**config.mk**
```make
export PLATFORM = sky130hd
export DESIGN_NAME = acu_axis
export DESIGN_NICKNAME = d
export VERILOG_FILES = /design/src/hw/acu_pkg.sv /design/src/hw/acu_sync.sv /design/src/hw/acu_abs_rx.sv /design/src/hw/acu_axis.sv
export VERILOG_INCLUDE_DIRS = /design/src /design/src/hw
export SDC_FILE = /design/constraint.sdc
export NUM_CORES = 1
export LEC_CHECK = 0
export ABC_AREA = 0
export BUFFER_PORTS_ARGS = -buffer_cell sky130_fd_sc_hd__buf_2
export CAP_MARGIN = 20
export CORE_MARGIN = 2
export CORE_UTILIZATION = 52
export CTS_BUF_LIST = sky130_fd_sc_hd__clkbuf_4 sky130_fd_sc_hd__clkbuf_8
export DETAILED_ROUTE_END_ITERATION = 10
export GPL_TIMING_DRIVEN = 0
export PLACE_DENSITY = 0.69
export SYNTH_ARGS = -nofsm -noshare
export SYNTH_HDL_FRONTEND = slang
export SYNTH_SLANG_ARGS = --single-unit
```
**constraint.sdc**
```tcl
create_clock -name pclk -period 6.56 [get_ports pclk]
set_input_delay 0.984 -clock pclk [delete_from_list [all_inputs] [get_ports pclk]]
set_output_delay 0.984 -clock pclk [all_outputs]
set_load 0.01 [all_outputs]
```
**src/hw/acu_defines.svh**
```systemverilog
// Purpose: Constants of the axis command unit: offsets, fields, codes, times
// Assumes: APB byte addresses, 32-bit data, pclk at 10 MHz
// Notes:   Definitions only
`ifndef ACU_DEFINES_SVH
`define ACU_DEFINES_SVH

// ----------------------------------------------------------------------
// Register byte offsets
// ----------------------------------------------------------------------
`define ACU_OFS_CTRL      8'h00
`define ACU_OFS_ACC_TIME  8'h04
`define ACU_OFS_DEC_TIME  8'h08
`define ACU_OFS_NEW_SPEED 8'h0c
`define ACU_OFS_FLAGS     8'h10
`define ACU_OFS_ERR_CODE  8'h14
`define ACU_OFS_FEED      8'h18
`define ACU_OFS_SPEED     8'h1c
`define ACU_OFS_STATUS    8'h20

// ----------------------------------------------------------------------
// Control register fields
// ----------------------------------------------------------------------
`define ACU_CTRL_RESTORE  0
`define ACU_CTRL_HALT     1
`define ACU_CTRL_SPDCHG   2
`define ACU_CTRL_START    3
`define ACU_CTRL_USE      4
`define ACU_CTRL_BADOPND  5

// ----------------------------------------------------------------------
// Flag register fields
// ----------------------------------------------------------------------
`define ACU_FLG_BUSY      0
`define ACU_FLG_DONE      1
`define ACU_FLG_OPERR     2
`define ACU_FLG_AXERR     3

// ----------------------------------------------------------------------
// Axis operation status values
// ----------------------------------------------------------------------
`define ACU_ST_STANDBY    8'h00
`define ACU_ST_STOPPED    8'h01
`define ACU_ST_RUNNING    8'h02
`define ACU_ST_DEC_HALT   8'h07
`define ACU_ST_DEC_JOG    8'h08
`define ACU_ST_ANALYZING  8'h0b
`define ACU_ST_ERROR      8'hff

// ----------------------------------------------------------------------
// Error codes (decimal 4101, 4116, 1102, 2049)
// ----------------------------------------------------------------------
`define ACU_OPERR_OPERAND 16'h1005
`define ACU_OPERR_NOUSE   16'h1014
`define ACU_AXERR_HALT_ON 16'h044e
`define ACU_AXERR_RESTORE 16'h0801

// ----------------------------------------------------------------------
// Limits and times
// ----------------------------------------------------------------------
`define ACU_SPEED_MAX     32'h00030d40
`define ACU_TIME_MAX      16'h7fff
`define ACU_CLK_NS        100
`define ACU_MS_NS         1000000
`define ACU_MS_CYCLES     (`ACU_MS_NS / `ACU_CLK_NS)
`define ACU_ABS_PAIRS     16
`define ACU_ABS_TIMEOUT   1000

`endif

```
**src/hw/acu_pkg.sv**
```systemverilog
// Purpose: Types shared by the axis command unit
// Assumes: Nothing beyond the defines header
// Notes:   State encodings written out
package acu_pkg;
    typedef enum logic [1:0] {
        ACU_RX_IDLE = 2'b00,
        ACU_RX_REQ  = 2'b01,
        ACU_RX_REL  = 2'b10
    } acu_rx_state_t;
endpackage

```
**src/hw/acu_sync.sv**
```systemverilog
// Purpose: Two-stage synchroniser for pin inputs
// Assumes: Inputs are asynchronous levels
// Notes:   First stage feeds only the second
`timescale 1ns/1ps
module acu_sync #(
    parameter int WIDTH = 3
) (
    input wire logic pclk,
    input wire logic presetn,
    input wire logic [WIDTH-1:0] din,
    output logic [WIDTH-1:0] dout
);
    logic [WIDTH-1:0] meta;

    // ------------------------------------------------------------------
    // Two flip-flops per bit
    // ------------------------------------------------------------------
    always_ff @(posedge pclk or negedge presetn) begin
        if (!presetn) begin
            meta <= '0;
            dout <= '0;
        end else begin
            meta <= din;
            dout <= meta;
        end
    end
endmodule // acu_sync

```
**src/hw/acu_abs_rx.sv**
```systemverilog
// Purpose: Absolute position handshake with the servo amplifier
// Assumes: Ready and data bits already synchronised
// Notes:   Two bits per request, low pair first
`timescale 1ns/1ps
`include "acu_defines.svh"
module acu_abs_rx
    import acu_pkg::*;
#(
    parameter int PAIRS = `ACU_ABS_PAIRS,
    parameter int TIMEOUT = `ACU_ABS_TIMEOUT
) (
    input wire logic pclk,
    input wire logic presetn,
    input wire logic start,
    input wire logic data_bit0,
    input wire logic data_bit1,
    input wire logic data_ready,
    output logic servo_on,
    output logic xfer_mode,
    output logic request,
    output logic done,
    output logic fail,
    output logic [2*PAIRS-1:0] position
);
    initial begin
        if (PAIRS < 1 || PAIRS > 16 || TIMEOUT < 1 || TIMEOUT > 65535)
            $error("acu_abs_rx: unsupported parameters");
    end

    acu_rx_state_t state, next_state;
    logic [4:0] pairs, next_pairs;
    logic [15:0] wait_cnt, next_wait_cnt;
    logic next_servo_on, next_xfer_mode, next_request, next_done, next_fail;
    logic [2*PAIRS-1:0] next_position;

    // ------------------------------------------------------------------
    // Handshake sequencing
    // ------------------------------------------------------------------
    always_comb begin
        next_state = state;
        next_pairs = pairs;
        next_wait_cnt = wait_cnt + 16'h0001;
        next_servo_on = servo_on;
        next_xfer_mode = xfer_mode;
        next_request = request;
        next_done = 1'b0;
        next_fail = 1'b0;
        next_position = position;
        unique case (state)
            ACU_RX_IDLE: begin
                next_wait_cnt = 16'h0000;
                if (start) begin
                    next_servo_on = 1'b1;
                    next_xfer_mode = 1'b1;
                    next_request = 1'b1;
                    next_pairs = 5'h00;
                    next_state = ACU_RX_REQ;
                end
            end
            ACU_RX_REQ: begin
                if (data_ready) begin
                    // Shift in two bits from the top, low pair ends lowest
                    next_position = {data_bit1, data_bit0,
                                     position[2*PAIRS-1:2]};
                    next_pairs = pairs + 5'h01;
                    next_request = 1'b0;
                    next_wait_cnt = 16'h0000;
                    next_state = ACU_RX_REL;
                end
            end
            ACU_RX_REL: begin
                if (!data_ready) begin
                    next_wait_cnt = 16'h0000;
                    if (pairs == 5'(PAIRS)) begin
                        next_xfer_mode = 1'b0;
                        next_done = 1'b1;
                        next_state = ACU_RX_IDLE;
                    end else begin
                        next_request = 1'b1;
                        next_state = ACU_RX_REQ;
                    end
                end
            end
            default: next_state = ACU_RX_IDLE;
        endcase
        // Silent amplifier ends the transfer with a failure
        if (state != ACU_RX_IDLE && wait_cnt == 16'(TIMEOUT)) begin
            next_xfer_mode = 1'b0;
            next_request = 1'b0;
            next_fail = 1'b1;
            next_done = 1'b0;
            next_state = ACU_RX_IDLE;
        end
    end

    // ------------------------------------------------------------------
    // Handshake registers
    // ------------------------------------------------------------------
    always_ff @(posedge pclk or negedge presetn) begin
        if (!presetn) begin
            state <= ACU_RX_IDLE;
            pairs <= 5'h00;
            wait_cnt <= 16'h0000;
            servo_on <= 1'b0;
            xfer_mode <= 1'b0;
            request <= 1'b0;
            done <= 1'b0;
            fail <= 1'b0;
            position <= '0;
        end else begin
            state <= next_state;
            pairs <= next_pairs;
            wait_cnt <= next_wait_cnt;
            servo_on <= next_servo_on;
            xfer_mode <= next_xfer_mode;
            request <= next_request;
            done <= next_done;
            fail <= next_fail;
            position <= next_position;
        end
    end
endmodule // acu_abs_rx

```
**src/hw/acu_axis.sv**
```systemverilog
// Purpose: Axis command unit: restore, halt, speed change over APB
// Assumes: pclk at 10 MHz, servo pins asynchronous
// Notes:   Zero-wait APB slave, one access cycle
//
// Notes on behaviour
// - Servo gives bit0, bit1 and ready inputs
// - Device drives servo-on, transfer mode, request
// - Accepted restore sets busy flag
// - Restored position goes to feed value
// - Restore success clears busy, sets complete
// - Complete flag clears at next axis start
// - Halt ignored while restore runs
// - Restore error leaves complete flag clear
// - Operation error sets flag, stores code
// - Axis not in use gives code 4116
// - Halt decelerates axis to stop
// - Halt ignored in statuses 0,1,-1,7,8,11
// - Start with halt active fails, code 1102
// - Halt stop leaves complete flag clear
// - Speed change uses two times, new speed
// - Speed above range runs at limit
// - Speed change ignored in same statuses
// - Speed change acts on rising edge
`timescale 1ns/1ps
`include "acu_defines.svh"
module acu_axis
    import acu_pkg::*;
#(
    parameter int MS_CYCLES = `ACU_MS_CYCLES
) (
    input wire logic pclk,
    input wire logic presetn,
    input wire logic psel,
    input wire logic penable,
    input wire logic pwrite,
    input wire logic [7:0] paddr,
    input wire logic [31:0] pwdata,
    output logic [31:0] prdata,
    output logic pready,
    output logic pslverr,
    input wire logic servo_data_bit0,
    input wire logic servo_data_bit1,
    input wire logic servo_data_ready,
    output logic servo_on,
    output logic servo_xfer_mode,
    output logic servo_request
);
    initial begin
        if (MS_CYCLES < 1 || MS_CYCLES > 65535)
            $error("acu_axis: MS_CYCLES out of range");
    end

    logic [2:0] servo_in;
    logic abs_start, abs_done, abs_fail;
    logic [31:0] abs_pos;

    // ------------------------------------------------------------------
    // Servo inputs through two flip-flops
    // ------------------------------------------------------------------
    acu_sync #(.WIDTH(3)) u_sync (
        .pclk(pclk),
        .presetn(presetn),
        .din({servo_data_ready, servo_data_bit1, servo_data_bit0}),
        .dout(servo_in)
    );

    acu_abs_rx #(.PAIRS(`ACU_ABS_PAIRS), .TIMEOUT(`ACU_ABS_TIMEOUT)) u_rx (
        .pclk(pclk),
        .presetn(presetn),
        .start(abs_start),
        .data_bit0(servo_in[0]),
        .data_bit1(servo_in[1]),
        .data_ready(servo_in[2]),
        .servo_on(servo_on),
        .xfer_mode(servo_xfer_mode),
        .request(servo_request),
        .done(abs_done),
        .fail(abs_fail),
        .position(abs_pos)
    );

    // State of the axis and its registers
    logic [5:0] ctrl, next_ctrl;
    logic [15:0] acc_time, next_acc_time, dec_time, next_dec_time;
    logic [31:0] new_speed, next_new_speed, speed, next_speed;
    logic [31:0] target, next_target, feed, next_feed;
    logic [7:0] status, next_status;
    logic busy, next_busy, done, next_done;
    logic operr, next_operr, axerr, next_axerr;
    logic [15:0] operr_code, next_operr_code;
    logic [15:0] axerr_code, next_axerr_code;
    logic [15:0] ms_left, next_ms_left;
    logic [15:0] tick_cnt, next_tick_cnt;
    logic ramping, next_ramping;
    logic spd_prev, next_spd_prev, next_abs_start;
    logic next_pready, next_pslverr;
    logic [31:0] next_prdata;
    logic wr, setup, mapped, quiet, tick, go_restore, go_start, spd_edge;
    logic [31:0] clamped;

    // ------------------------------------------------------------------
    // Bus decode
    // ------------------------------------------------------------------
    assign setup = psel && !penable;
    assign wr = psel && penable && pready && pwrite;
    assign mapped = (paddr <= `ACU_OFS_STATUS) && (paddr[1:0] == 2'b00);
    // Statuses in which halt and speed change do nothing
    assign quiet = (status == `ACU_ST_STANDBY) ||
                   (status == `ACU_ST_STOPPED) ||
                   (status == `ACU_ST_ERROR) ||
                   (status == `ACU_ST_DEC_HALT) ||
                   (status == `ACU_ST_DEC_JOG) ||
                   (status == `ACU_ST_ANALYZING);
    assign tick = (tick_cnt == 16'(MS_CYCLES - 1));
    assign go_restore = wr && (paddr == `ACU_OFS_CTRL) &&
                        pwdata[`ACU_CTRL_RESTORE];
    assign go_start = wr && (paddr == `ACU_OFS_CTRL) &&
                      pwdata[`ACU_CTRL_START];
    assign spd_edge = ctrl[`ACU_CTRL_SPDCHG] && !spd_prev;
    // Out-of-range speed runs at the limit
    assign clamped = (new_speed > `ACU_SPEED_MAX) ?
                     `ACU_SPEED_MAX : new_speed;

    // ------------------------------------------------------------------
    // Register read and bus answer
    // ------------------------------------------------------------------
    always_comb begin
        next_prdata = prdata;
        next_pready = setup;
        next_pslverr = setup && !mapped;
        if (setup) begin
            unique case (paddr)
                `ACU_OFS_CTRL: next_prdata = {26'h0, ctrl};
                `ACU_OFS_ACC_TIME: next_prdata = {16'h0, acc_time};
                `ACU_OFS_DEC_TIME: next_prdata = {16'h0, dec_time};
                `ACU_OFS_NEW_SPEED: next_prdata = new_speed;
                `ACU_OFS_FLAGS: next_prdata = {28'h0, axerr, operr, done,
                                               busy};
                `ACU_OFS_ERR_CODE: next_prdata = {axerr_code, operr_code};
                `ACU_OFS_FEED: next_prdata = feed;
                `ACU_OFS_SPEED: next_prdata = speed;
                `ACU_OFS_STATUS: next_prdata = {{24{status[7]}}, status};
                default: next_prdata = 32'h0000_0000;
            endcase
        end
    end

    // ------------------------------------------------------------------
    // Commands, axis status and flags
    // ------------------------------------------------------------------
    always_comb begin
        next_ctrl = ctrl;
        next_acc_time = acc_time;
        next_dec_time = dec_time;
        next_new_speed = new_speed;
        next_speed = speed;
        next_target = target;
        next_feed = feed;
        next_status = status;
        next_busy = busy;
        next_done = done;
        next_operr = operr;
        next_axerr = axerr;
        next_operr_code = operr_code;
        next_axerr_code = axerr_code;
        next_ms_left = ms_left;
        next_ramping = ramping;
        next_tick_cnt = tick ? 16'h0000 : tick_cnt + 16'h0001;
        next_spd_prev = ctrl[`ACU_CTRL_SPDCHG];
        next_abs_start = 1'b0;

        // Software writes; flag clears come first so sets below win
        if (wr) begin
            unique case (paddr)
                `ACU_OFS_CTRL: begin
                    next_ctrl = pwdata[5:0];
                    next_ctrl[`ACU_CTRL_RESTORE] = 1'b0;
                    next_ctrl[`ACU_CTRL_START] = 1'b0;
                end
                `ACU_OFS_ACC_TIME: next_acc_time = pwdata[15:0] &
                                                   `ACU_TIME_MAX;
                `ACU_OFS_DEC_TIME: next_dec_time = pwdata[15:0] &
                                                   `ACU_TIME_MAX;
                `ACU_OFS_NEW_SPEED: next_new_speed = pwdata;
                `ACU_OFS_FLAGS: begin
                    if (pwdata[`ACU_FLG_OPERR])
                        next_operr = 1'b0;
                    if (pwdata[`ACU_FLG_AXERR])
                        next_axerr = 1'b0;
                end
                default: ;
            endcase
        end

        // Absolute restore request
        // Command qualifiers come from the word that carries the command
        if (go_restore) begin
            if (!pwdata[`ACU_CTRL_USE]) begin
                next_operr = 1'b1;
                next_operr_code = `ACU_OPERR_NOUSE;
            end else if (pwdata[`ACU_CTRL_BADOPND]) begin
                next_operr = 1'b1;
                next_operr_code = `ACU_OPERR_OPERAND;
            end else if (!busy) begin
                next_abs_start = 1'b1;
                next_busy = 1'b1;
                next_done = 1'b0;
                next_status = `ACU_ST_ANALYZING;
            end
        end

        // Positioning start
        if (go_start) begin
            if (!pwdata[`ACU_CTRL_USE]) begin
                next_operr = 1'b1;
                next_operr_code = `ACU_OPERR_NOUSE;
            end else if (pwdata[`ACU_CTRL_HALT]) begin
                next_axerr = 1'b1;
                next_axerr_code = `ACU_AXERR_HALT_ON;
            end else if (!busy) begin
                next_busy = 1'b1;
                next_done = 1'b0;
                next_status = `ACU_ST_RUNNING;
                next_speed = clamped;
                next_target = clamped;
            end
        end

        // Halt level, not seen while restoring or in a quiet status
        if (ctrl[`ACU_CTRL_HALT] && !quiet) begin
            if (!ctrl[`ACU_CTRL_USE]) begin
                next_operr = 1'b1;
                next_operr_code = `ACU_OPERR_NOUSE;
            end else begin
                next_status = `ACU_ST_DEC_HALT;
                next_target = 32'h0000_0000;
                next_ms_left = dec_time;
                next_ramping = 1'b1;
            end
        end

        // Speed change on the rising edge of its condition
        if (spd_edge && !quiet && status != `ACU_ST_DEC_HALT) begin
            if (!ctrl[`ACU_CTRL_USE]) begin
                next_operr = 1'b1;
                next_operr_code = `ACU_OPERR_NOUSE;
            end else if (ctrl[`ACU_CTRL_BADOPND]) begin
                next_operr = 1'b1;
                next_operr_code = `ACU_OPERR_OPERAND;
            end else begin
                next_target = clamped;
                next_ms_left = (clamped < speed) ? dec_time : acc_time;
                next_ramping = 1'b1;
            end
        end

        // Millisecond timer reaches the new speed after the set time
        if (ramping && tick) begin
            if (ms_left != 16'h0000) begin
                next_ms_left = ms_left - 16'h0001;
            end else begin
                next_ramping = 1'b0;
                next_speed = target;
                if (status == `ACU_ST_DEC_HALT) begin
                    next_status = `ACU_ST_STOPPED;
                    next_busy = 1'b0;
                    next_done = 1'b0;
                end
            end
        end

        // End of the absolute transfer
        if (abs_done) begin
            next_feed = abs_pos;
            next_busy = 1'b0;
            next_done = 1'b1;
            next_status = `ACU_ST_STANDBY;
        end else if (abs_fail) begin
            next_busy = 1'b0;
            next_done = 1'b0;
            next_axerr = 1'b1;
            next_axerr_code = `ACU_AXERR_RESTORE;
            next_status = `ACU_ST_ERROR;
        end
    end

    // ------------------------------------------------------------------
    // State registers
    // ------------------------------------------------------------------
    always_ff @(posedge pclk or negedge presetn) begin
        if (!presetn) begin
            prdata <= 32'h0000_0000;
            pready <= 1'b0;
            pslverr <= 1'b0;
            ctrl <= 6'h00;
            acc_time <= 16'h0000;
            dec_time <= 16'h0000;
            new_speed <= 32'h0000_0000;
            speed <= 32'h0000_0000;
            target <= 32'h0000_0000;
            feed <= 32'h0000_0000;
            status <= `ACU_ST_STANDBY;
            busy <= 1'b0;
            done <= 1'b0;
            operr <= 1'b0;
            axerr <= 1'b0;
            operr_code <= 16'h0000;
            axerr_code <= 16'h0000;
            ms_left <= 16'h0000;
            tick_cnt <= 16'h0000;
            ramping <= 1'b0;
            spd_prev <= 1'b0;
            abs_start <= 1'b0;
        end else begin
            prdata <= next_prdata;
            pready <= next_pready;
            pslverr <= next_pslverr;
            ctrl <= next_ctrl;
            acc_time <= next_acc_time;
            dec_time <= next_dec_time;
            new_speed <= next_new_speed;
            speed <= next_speed;
            target <= next_target;
            feed <= next_feed;
            status <= next_status;
            busy <= next_busy;
            done <= next_done;
            operr <= next_operr;
            axerr <= next_axerr;
            operr_code <= next_operr_code;
            axerr_code <= next_axerr_code;
            ms_left <= next_ms_left;
            tick_cnt <= next_tick_cnt;
            ramping <= next_ramping;
            spd_prev <= next_spd_prev;
            abs_start <= next_abs_start;
        end
    end
endmodule // acu_axis

```
== After elaboration in Yosys (flattened, before gate mapping) ==
Cells that the tools add are included.

* Add/subtract/negate cells: 4
* Equal/unequal tests: 26
* $lt $le $gt $ge: 3
* Reduce and logical (&&, ||, !) cells: 43
* Mux-type cells: 140

{| class="wikitable"
|+ Operators with widths
! operator !! count
|-
| 32-bit two-way mux || 16
|-
| 16-bit two-way mux || 25
|-
| 32-bit case mux with 9 select lines || 1
|-
| 8-bit two-way mux || 15
|-
| 1-bit two-way mux || 71
|-
| 16-bit case mux with 3 select lines || 1
|-
| 16-bit by 1-bit adder with 16-bit output (second input constant) || 2
|-
| 8-bit by 4-bit == test with 1-bit output (second input constant) || 4
|-
| 8-bit by 5-bit == test with 1-bit output (second input constant) || 4
|-
| 32-bit by 18-bit greater-than comparator with 1-bit output (second input constant) || 1
|-
| 32-bit less-than comparator || 1
|-
| 16-bit by 10-bit == test with 1-bit output (second input constant) || 1
|-
| 16-bit by 14-bit == test with 1-bit output (second input constant) || 1
|-
| 8-bit by 3-bit == test with 1-bit output (second input constant) || 2
|-
| 8-bit logical NOT || 2
|-
| 16-bit nonzero test || 1
|-
| 16-bit by 1-bit subtractor with 16-bit output (second input constant) || 1
|-
| 1-bit logical AND || 15
|-
| 15-bit two-way mux || 1
|-
| 2-bit AND reduction || 6
|-
| 5-bit two-way mux || 2
|-
| 5-bit case mux with 2 select lines || 1
|-
| 3-bit by 2-bit != test with 1-bit output (second input constant) || 3
|-
| 8-bit by 1-bit == test with 1-bit output (second input constant) || 1
|-
| 24 further kinds || 38
|}

* Register bits: 341

== Logic depth before layout (Yosys ltp) ==
* Depth in word-level cells: 17
* Gate-level depth with buffers: 15
* Depth with buffers taken out: 13

== Modules after synthesis ==
A second synthesis with hierarchy kept.

* Cell total of the unflattened synthesis: 1479
* Area total of the unflattened synthesis: 16291.9 sq um

{| class="wikitable"
|+ By module, submodules not included
! module !! times used !! seq. area each (sq um) !! area an instance (sq um) !! cells an instance
|-
| acu_axis || 1 || 6881.6 || 13381.6 || 1241
|-
| acu_abs_rx || 1 || 1501.4 || 2760.1 || 232
|-
| acu_sync || 1 || 150.1 || 150.1 || 6
|}

== Least setup slack after synthesis ==
Ideal clock, no wire load.

* Path kind: register -> register
* Start point: register new_speed[25]
* End point: register ms_left[12]
* Required time: 6.429 ns
* Path slack: 3.004 ns
* Arrival time: 3.425 ns
* Clock period less this slack: 3.556 ns
* Stages on the path, launching flop included: 15
* Cells stage by stage: dfrtp_1 -> nor4_1 -> nand4_1 -> a211oi_1 -> clkbuf_1 -> nand2_1 -> inv_1 -> ha_1 -> a221o_1 -> a211o_1 -> a31oi_1 -> o211ai_2 -> buf_4 -> mux2i_1 -> a21oi_1

* Longest elaborated chain between the ends: 9

{| class="wikitable"
|+ Ends and longest elaborated chain
! item !! line !! text
|-
| start, declared || acu_axis.sv:85 || <nowiki>logic [31:0] new_speed, next_new_speed, speed, next_speed;</nowiki>
|-
| start signal, assigned || acu_axis.sv:321 || <nowiki>new_speed <= next_new_speed;</nowiki>
|-
| 32-bit by 18-bit greater-than comparator with 1-bit output (no source line) || n/a ||
|-
| 32-bit two-way mux (*) || acu_axis.sv:121 || <nowiki>assign clamped = (new_speed > `ACU_SPEED_MAX) ?</nowiki>
|-
| 32-bit less-than comparator (*) || acu_axis.sv:252 || <nowiki>next_ms_left = (clamped < speed) ? dec_time : acc_time;</nowiki>
|-
| 15-bit two-way mux (*) || acu_axis.sv:252 ||
|-
| 16-bit two-way mux (*) || acu_axis.sv:247 || <nowiki>end else if (ctrl[`ACU_CTRL_BADOPND]) begin</nowiki>
|-
| 16-bit two-way mux (*) || acu_axis.sv:244 || <nowiki>if (!ctrl[`ACU_CTRL_USE]) begin</nowiki>
|-
| 16-bit two-way mux (*) || acu_axis.sv:243 || <nowiki>if (spd_edge && !quiet && status != `ACU_ST_DEC_HALT) begin</nowiki>
|-
| 16-bit two-way mux || acu_axis.sv:259 || <nowiki>if (ms_left != 16'h0000) begin</nowiki>
|-
| 16-bit two-way mux (*) || acu_axis.sv:258 || <nowiki>if (ramping && tick) begin</nowiki>
|-
| net next_ms_left[12] || acu_axis.sv:92 || <nowiki>logic [15:0] ms_left, next_ms_left;</nowiki>
|-
| end signal, assigned || acu_axis.sv:332 || <nowiki>ms_left <= next_ms_left;</nowiki>
|-
| end, declared || acu_axis.sv:92 ||
|}

The timed path passes the listed nets; every way through them passes the cells marked *.
A chain may end at the register's enable or synchronous reset.

== Worst setup path in the final report ==
* Start point: register new_speed[26]
* End point: register ms_left[8]

The elaborated chain is that of the path after synthesis.

==> flow_metrics.env <==
export IMPL_core_area_mm2=0.03131
export IMPL_start_kind="flip-flop"
export IMPL_cts_sink_count=341
export IMPL_timing_worst_slew_pin_value_ps=1125
export IMPL_synth_async_reset_ratio=1.000
export IMPL_ant_nets=0
export IMPL_cts_repair_resized=0
export IMPL_clock_latency_ps=620
export IMPL_final_setup_tns_ps=0
export IMPL_outcome="completed"
export IMPL_timing_critical_path_cells="nor4_1 > nand4_1 > a211oi_1 > clkbuf_1 > nand2_1 > inv_1 > ha_1 > and4_1 > nand3_1 > or3_1 > o211ai_2 > buf_4 > mux2i_1 > a21oi_1"
export IMPL_clock_skew_final_ps=29.31
export IMPL_first_global_vias=12970
export IMPL_fin_hold_ws_ps=347.5
export IMPL_synth_warnings=0
export IMPL_final_min_period_over_clock_period=0.7023
export IMPL_yosys_cell_count_top_type="dfrtp_1"
export IMPL_buffer_ports_inserted=84
export IMPL_final_nets=1807
export IMPL_peakVddDrop_mv=0.2143
export IMPL_post_synth_num_cell_types=72
export IMPL_netlist_top_cells_area="dfrtp_1, mux2_2, a21oi_1, nand2_1, ha_1"
export IMPL_i_o_pin_count=85
export IMPL_synth_edf_count=0
export IMPL_row_count=65
export IMPL_path_max_fanout=10
export IMPL_critPathKind="flip-flop to flip-flop"
export IMPL_globalRouteOverflowTotal=0
export IMPL_p_leak_nw=9.117
export IMPL_filler_cell_count=2668
export IMPL_post_synth_cell_area_avg_um2=10.52
export IMPL_post_cts_setup_buffer_count=0
export IMPL_critPathSlowestCell="a211oi_1"
export IMPL_synthesis_area_mm2=0.01639
export IMPL_timing_hold_violations_final=0
export IMPL_unrepaired_setup_endpoints_after_global_routing="false"
export IMPL_grt_first_pass_wirelength_mm=71.11
export IMPL_clk_root_buffer_cell="clkbuf_8"
export IMPL_cts_inserted_buffers=57
export IMPL_period_minus_slack_ps=4607
export IMPL_die_width_um=181.6
export IMPL_ys_flop_type="dfrtp_1"
export IMPL_cts_clk_slew_worst_paths_ps=60
export IMPL_fmaxAchievable_mhz=217.1
export IMPL_number_of_synthesized_register_bits=341
export IMPL_crit_buf_inv=3
export IMPL_max_slew_margin_rel=0.2445
export IMPL_detailroute_via_count=12860
export IMPL_finalMaxSlewViolations=0
export IMPL_crit_path_end_kind="flip-flop"
export IMPL_cts_tree="built"
export IMPL_drive_above_1_share=0.2102
export IMPL_clock_tree_htree_level_count=2
export IMPL_flow_area_growth_from_synthesis_pct=14.50
export IMPL_antenna_violations_before_repair=0
export IMPL_cp_arrival_ps=5090
export IMPL_grt_usage=0.2747
export IMPL_cellPowerDensity_mw_per_mm2=257.1
export IMPL_synth_largest_area_cell="dfrtp_1"
export IMPL_detailedPlacementHpwl_mm=32.68
export IMPL_drcViolationCount=0
export IMPL_max_cap_violations=0
export IMPL_synth_seq_area_share=0.5205
export IMPL_drt_first_pass_iters=6
export IMPL_clock_tree_buffer_depth=3
export IMPL_hold_class="flip-flop to flip-flop"
export IMPL_syn_instance_count=1558
export IMPL_hold_buffers=0
export IMPL_netlist_area_leader_share=0.5205
export IMPL_yosys_top_cells_count="dfrtp_1, nand2_1, mux2_2"
export IMPL_critical_path_max_stage_delay_ps=750
export IMPL_initial_utilization=0.5236
export IMPL_globalplace_congestion=0.9165
export IMPL_height_of_the_chip_um=181.6
export IMPL_route_detailed_vias_per_inst=5.933
export IMPL_floorplan_die_area_mm2=0.03296
export IMPL_setup_violations_final=0
export IMPL_n_antenna_cell=0
export IMPL_worst_ep_required_time_ps=7040
export IMPL_routed_wire_length_per_instance_um=20.49
export IMPL_first_iter_violations=1127
export IMPL_grt_start_max_net_pins=102
export IMPL_detail_route_wirelength_mm=44.39
export IMPL_critPathTopFamily="simple AND/OR/NAND/NOR gates"
[cells in the final DEF, fill, tap and decap left out, types with 14 or more instances in the layout]
master    synthesis  routed
conb_1            1      14
clkbuf_1         50      50
mux2i_1          43      43
nor3_1           25      24
nand3_1          34      34
a221o_1          17      17
o22ai_1          26      26
ha_1             41      41
a22o_1           17      17
o31ai_1          15      15
clkbuf_8          0      77
inv_1            75      75
o21ai_0          93      93
dfrtp_1         341     341
buf_2            19     102
nand2_1         140     140
nand4_1          14      14
or3_1            14      14
xor2_1           17      17
mux2_2          132     132
clkbuf_4          0      17
a21oi_1         120     120
nor2_1          107     107
xnor2_1          17      17
and2_1           41      41
[state kept, by name, summed over array words and instances (netlist names), 4 cells and up]
signal,cells
acc_time,15
axerr_code,16
ms_left,16
target,32
operr_code,16
ctrl,4
prdata,32
u_rx.position,32
u_rx.wait_cnt,16
speed,32
new_speed,32
feed,32
tick_cnt,16
dec_time,15
status,8
u_rx.pairs,5
[routing by layer]
layer	routed length [µm]	vias up	part of all wire	GRT usage
li1	-	5874	-	-
met1	19590	6338	0.44	0.3844
met2	19600	532	0.44	0.4192
met3	3536	113	0.080	0.05917
met4	1663	0	0.037	0.1112
met5	0	-	0	0
[cell type report]
class                   count  area (µm²)  share of cell area
inverters                  75       281.5             0.01500
clock inverters            12       108.9            0.005799
repair buffers             88       524.3             0.02793
clock buffers              94        1187             0.06325
plain buffers              81       357.8             0.01906
multi-input cells        1074        7276              0.3876
flip-flops and latches    341        8533              0.4546
well taps                 402       503.0             0.02679
[stage by stage]
| stage | power (mW) | instances | cell area, µm² | utilization | setup WS [ps] |
|---|---|---|---|---|---|
| 2_1_floorplan | 2.606 | 1571 | 16440 | - | 3004 |
| 3_3_place_gp | 2.763 | 2057 | 17370 | 0.5546 | -2054 |
| 3_5_place_dp | 2.786 | 2061 | 17480 | 0.5581 | 2038 |
| 4_1_cts | 4.869 | 2167 | 18770 | 0.5995 | 2030 |
| 5_1_grt | 5.034 | 2167 | 18770 | 0.5995 | 1639 |
| 6_report | 4.826 | 2167 | 18770 | 0.5995 | 1953 |
[final timing paths]
| kind | slack (ps) | endpoint | startpoint | cells after the start |
|---|---|---|---|---|
| worst max register to register | 1950 | ms_left[8]$_DFF_PN0_ | new_speed[26]$_DFFE_PN0P_ | 14 |
| worst min register to register | 350 | u_sync.dout[0]$_DFF_PN0_ | u_sync.meta[0]$_DFF_PN0_ | 0 |
| min in group asynchronous | 380 | u_rx.position[8]$_DFFE_PN0P_ | presetn | 1 |
| max in group asynchronous | 4840 | u_rx.wait_cnt[0]$_DFF_PN0_ | presetn | 3 |
| worst max-delay path | 1950 | ms_left[8]$_DFF_PN0_ | new_speed[26]$_DFFE_PN0P_ | 14 |
| worst min-delay path | 350 | u_sync.dout[0]$_DFF_PN0_ | u_sync.meta[0]$_DFF_PN0_ | 0 |
[power breakdown]
| part | switching, mW | internal (mW) | leakage [nW] |
|---|---|---|---|
| logic | 0.269 | 0.188 | 4.10 |
| registers | 0.0840 | 2.21 | 4.33 |
| clock network | 0.890 | 1.19 | 0.691 |
| total | 1.24 | 3.58 | 9.12 |
[cells by family (layout without fill, tap and decap cells)]
kind of cell    Yosys count  after routing  share of synthesized area
fa+ha+maj                41             41                    0.03129
buf+inv                 156            350                    0.03900
flops                   341            341                     0.5205
compound gates          365            365                     0.1404
simple gates            445            445                     0.1335
xor+xnor                 34             34                    0.01816
other cells               1             14                  0.0002287
mux                     175            175                     0.1169
[worst register-to-register path, cell delays in order, from the launching register on]
cell and delay [ps]:
dfrtp_1 420, nor4_1 340, nand4_1 330, a211oi_1 750, clkbuf_1 410, nand2_1 180
inv_1 80, ha_1 150, and4_1 230, nand3_1 80, or3_1 400, o211ai_2 430
buf_4 320, mux2i_1 250, a21oi_1 100
Power figures use the tool's default switching activity.
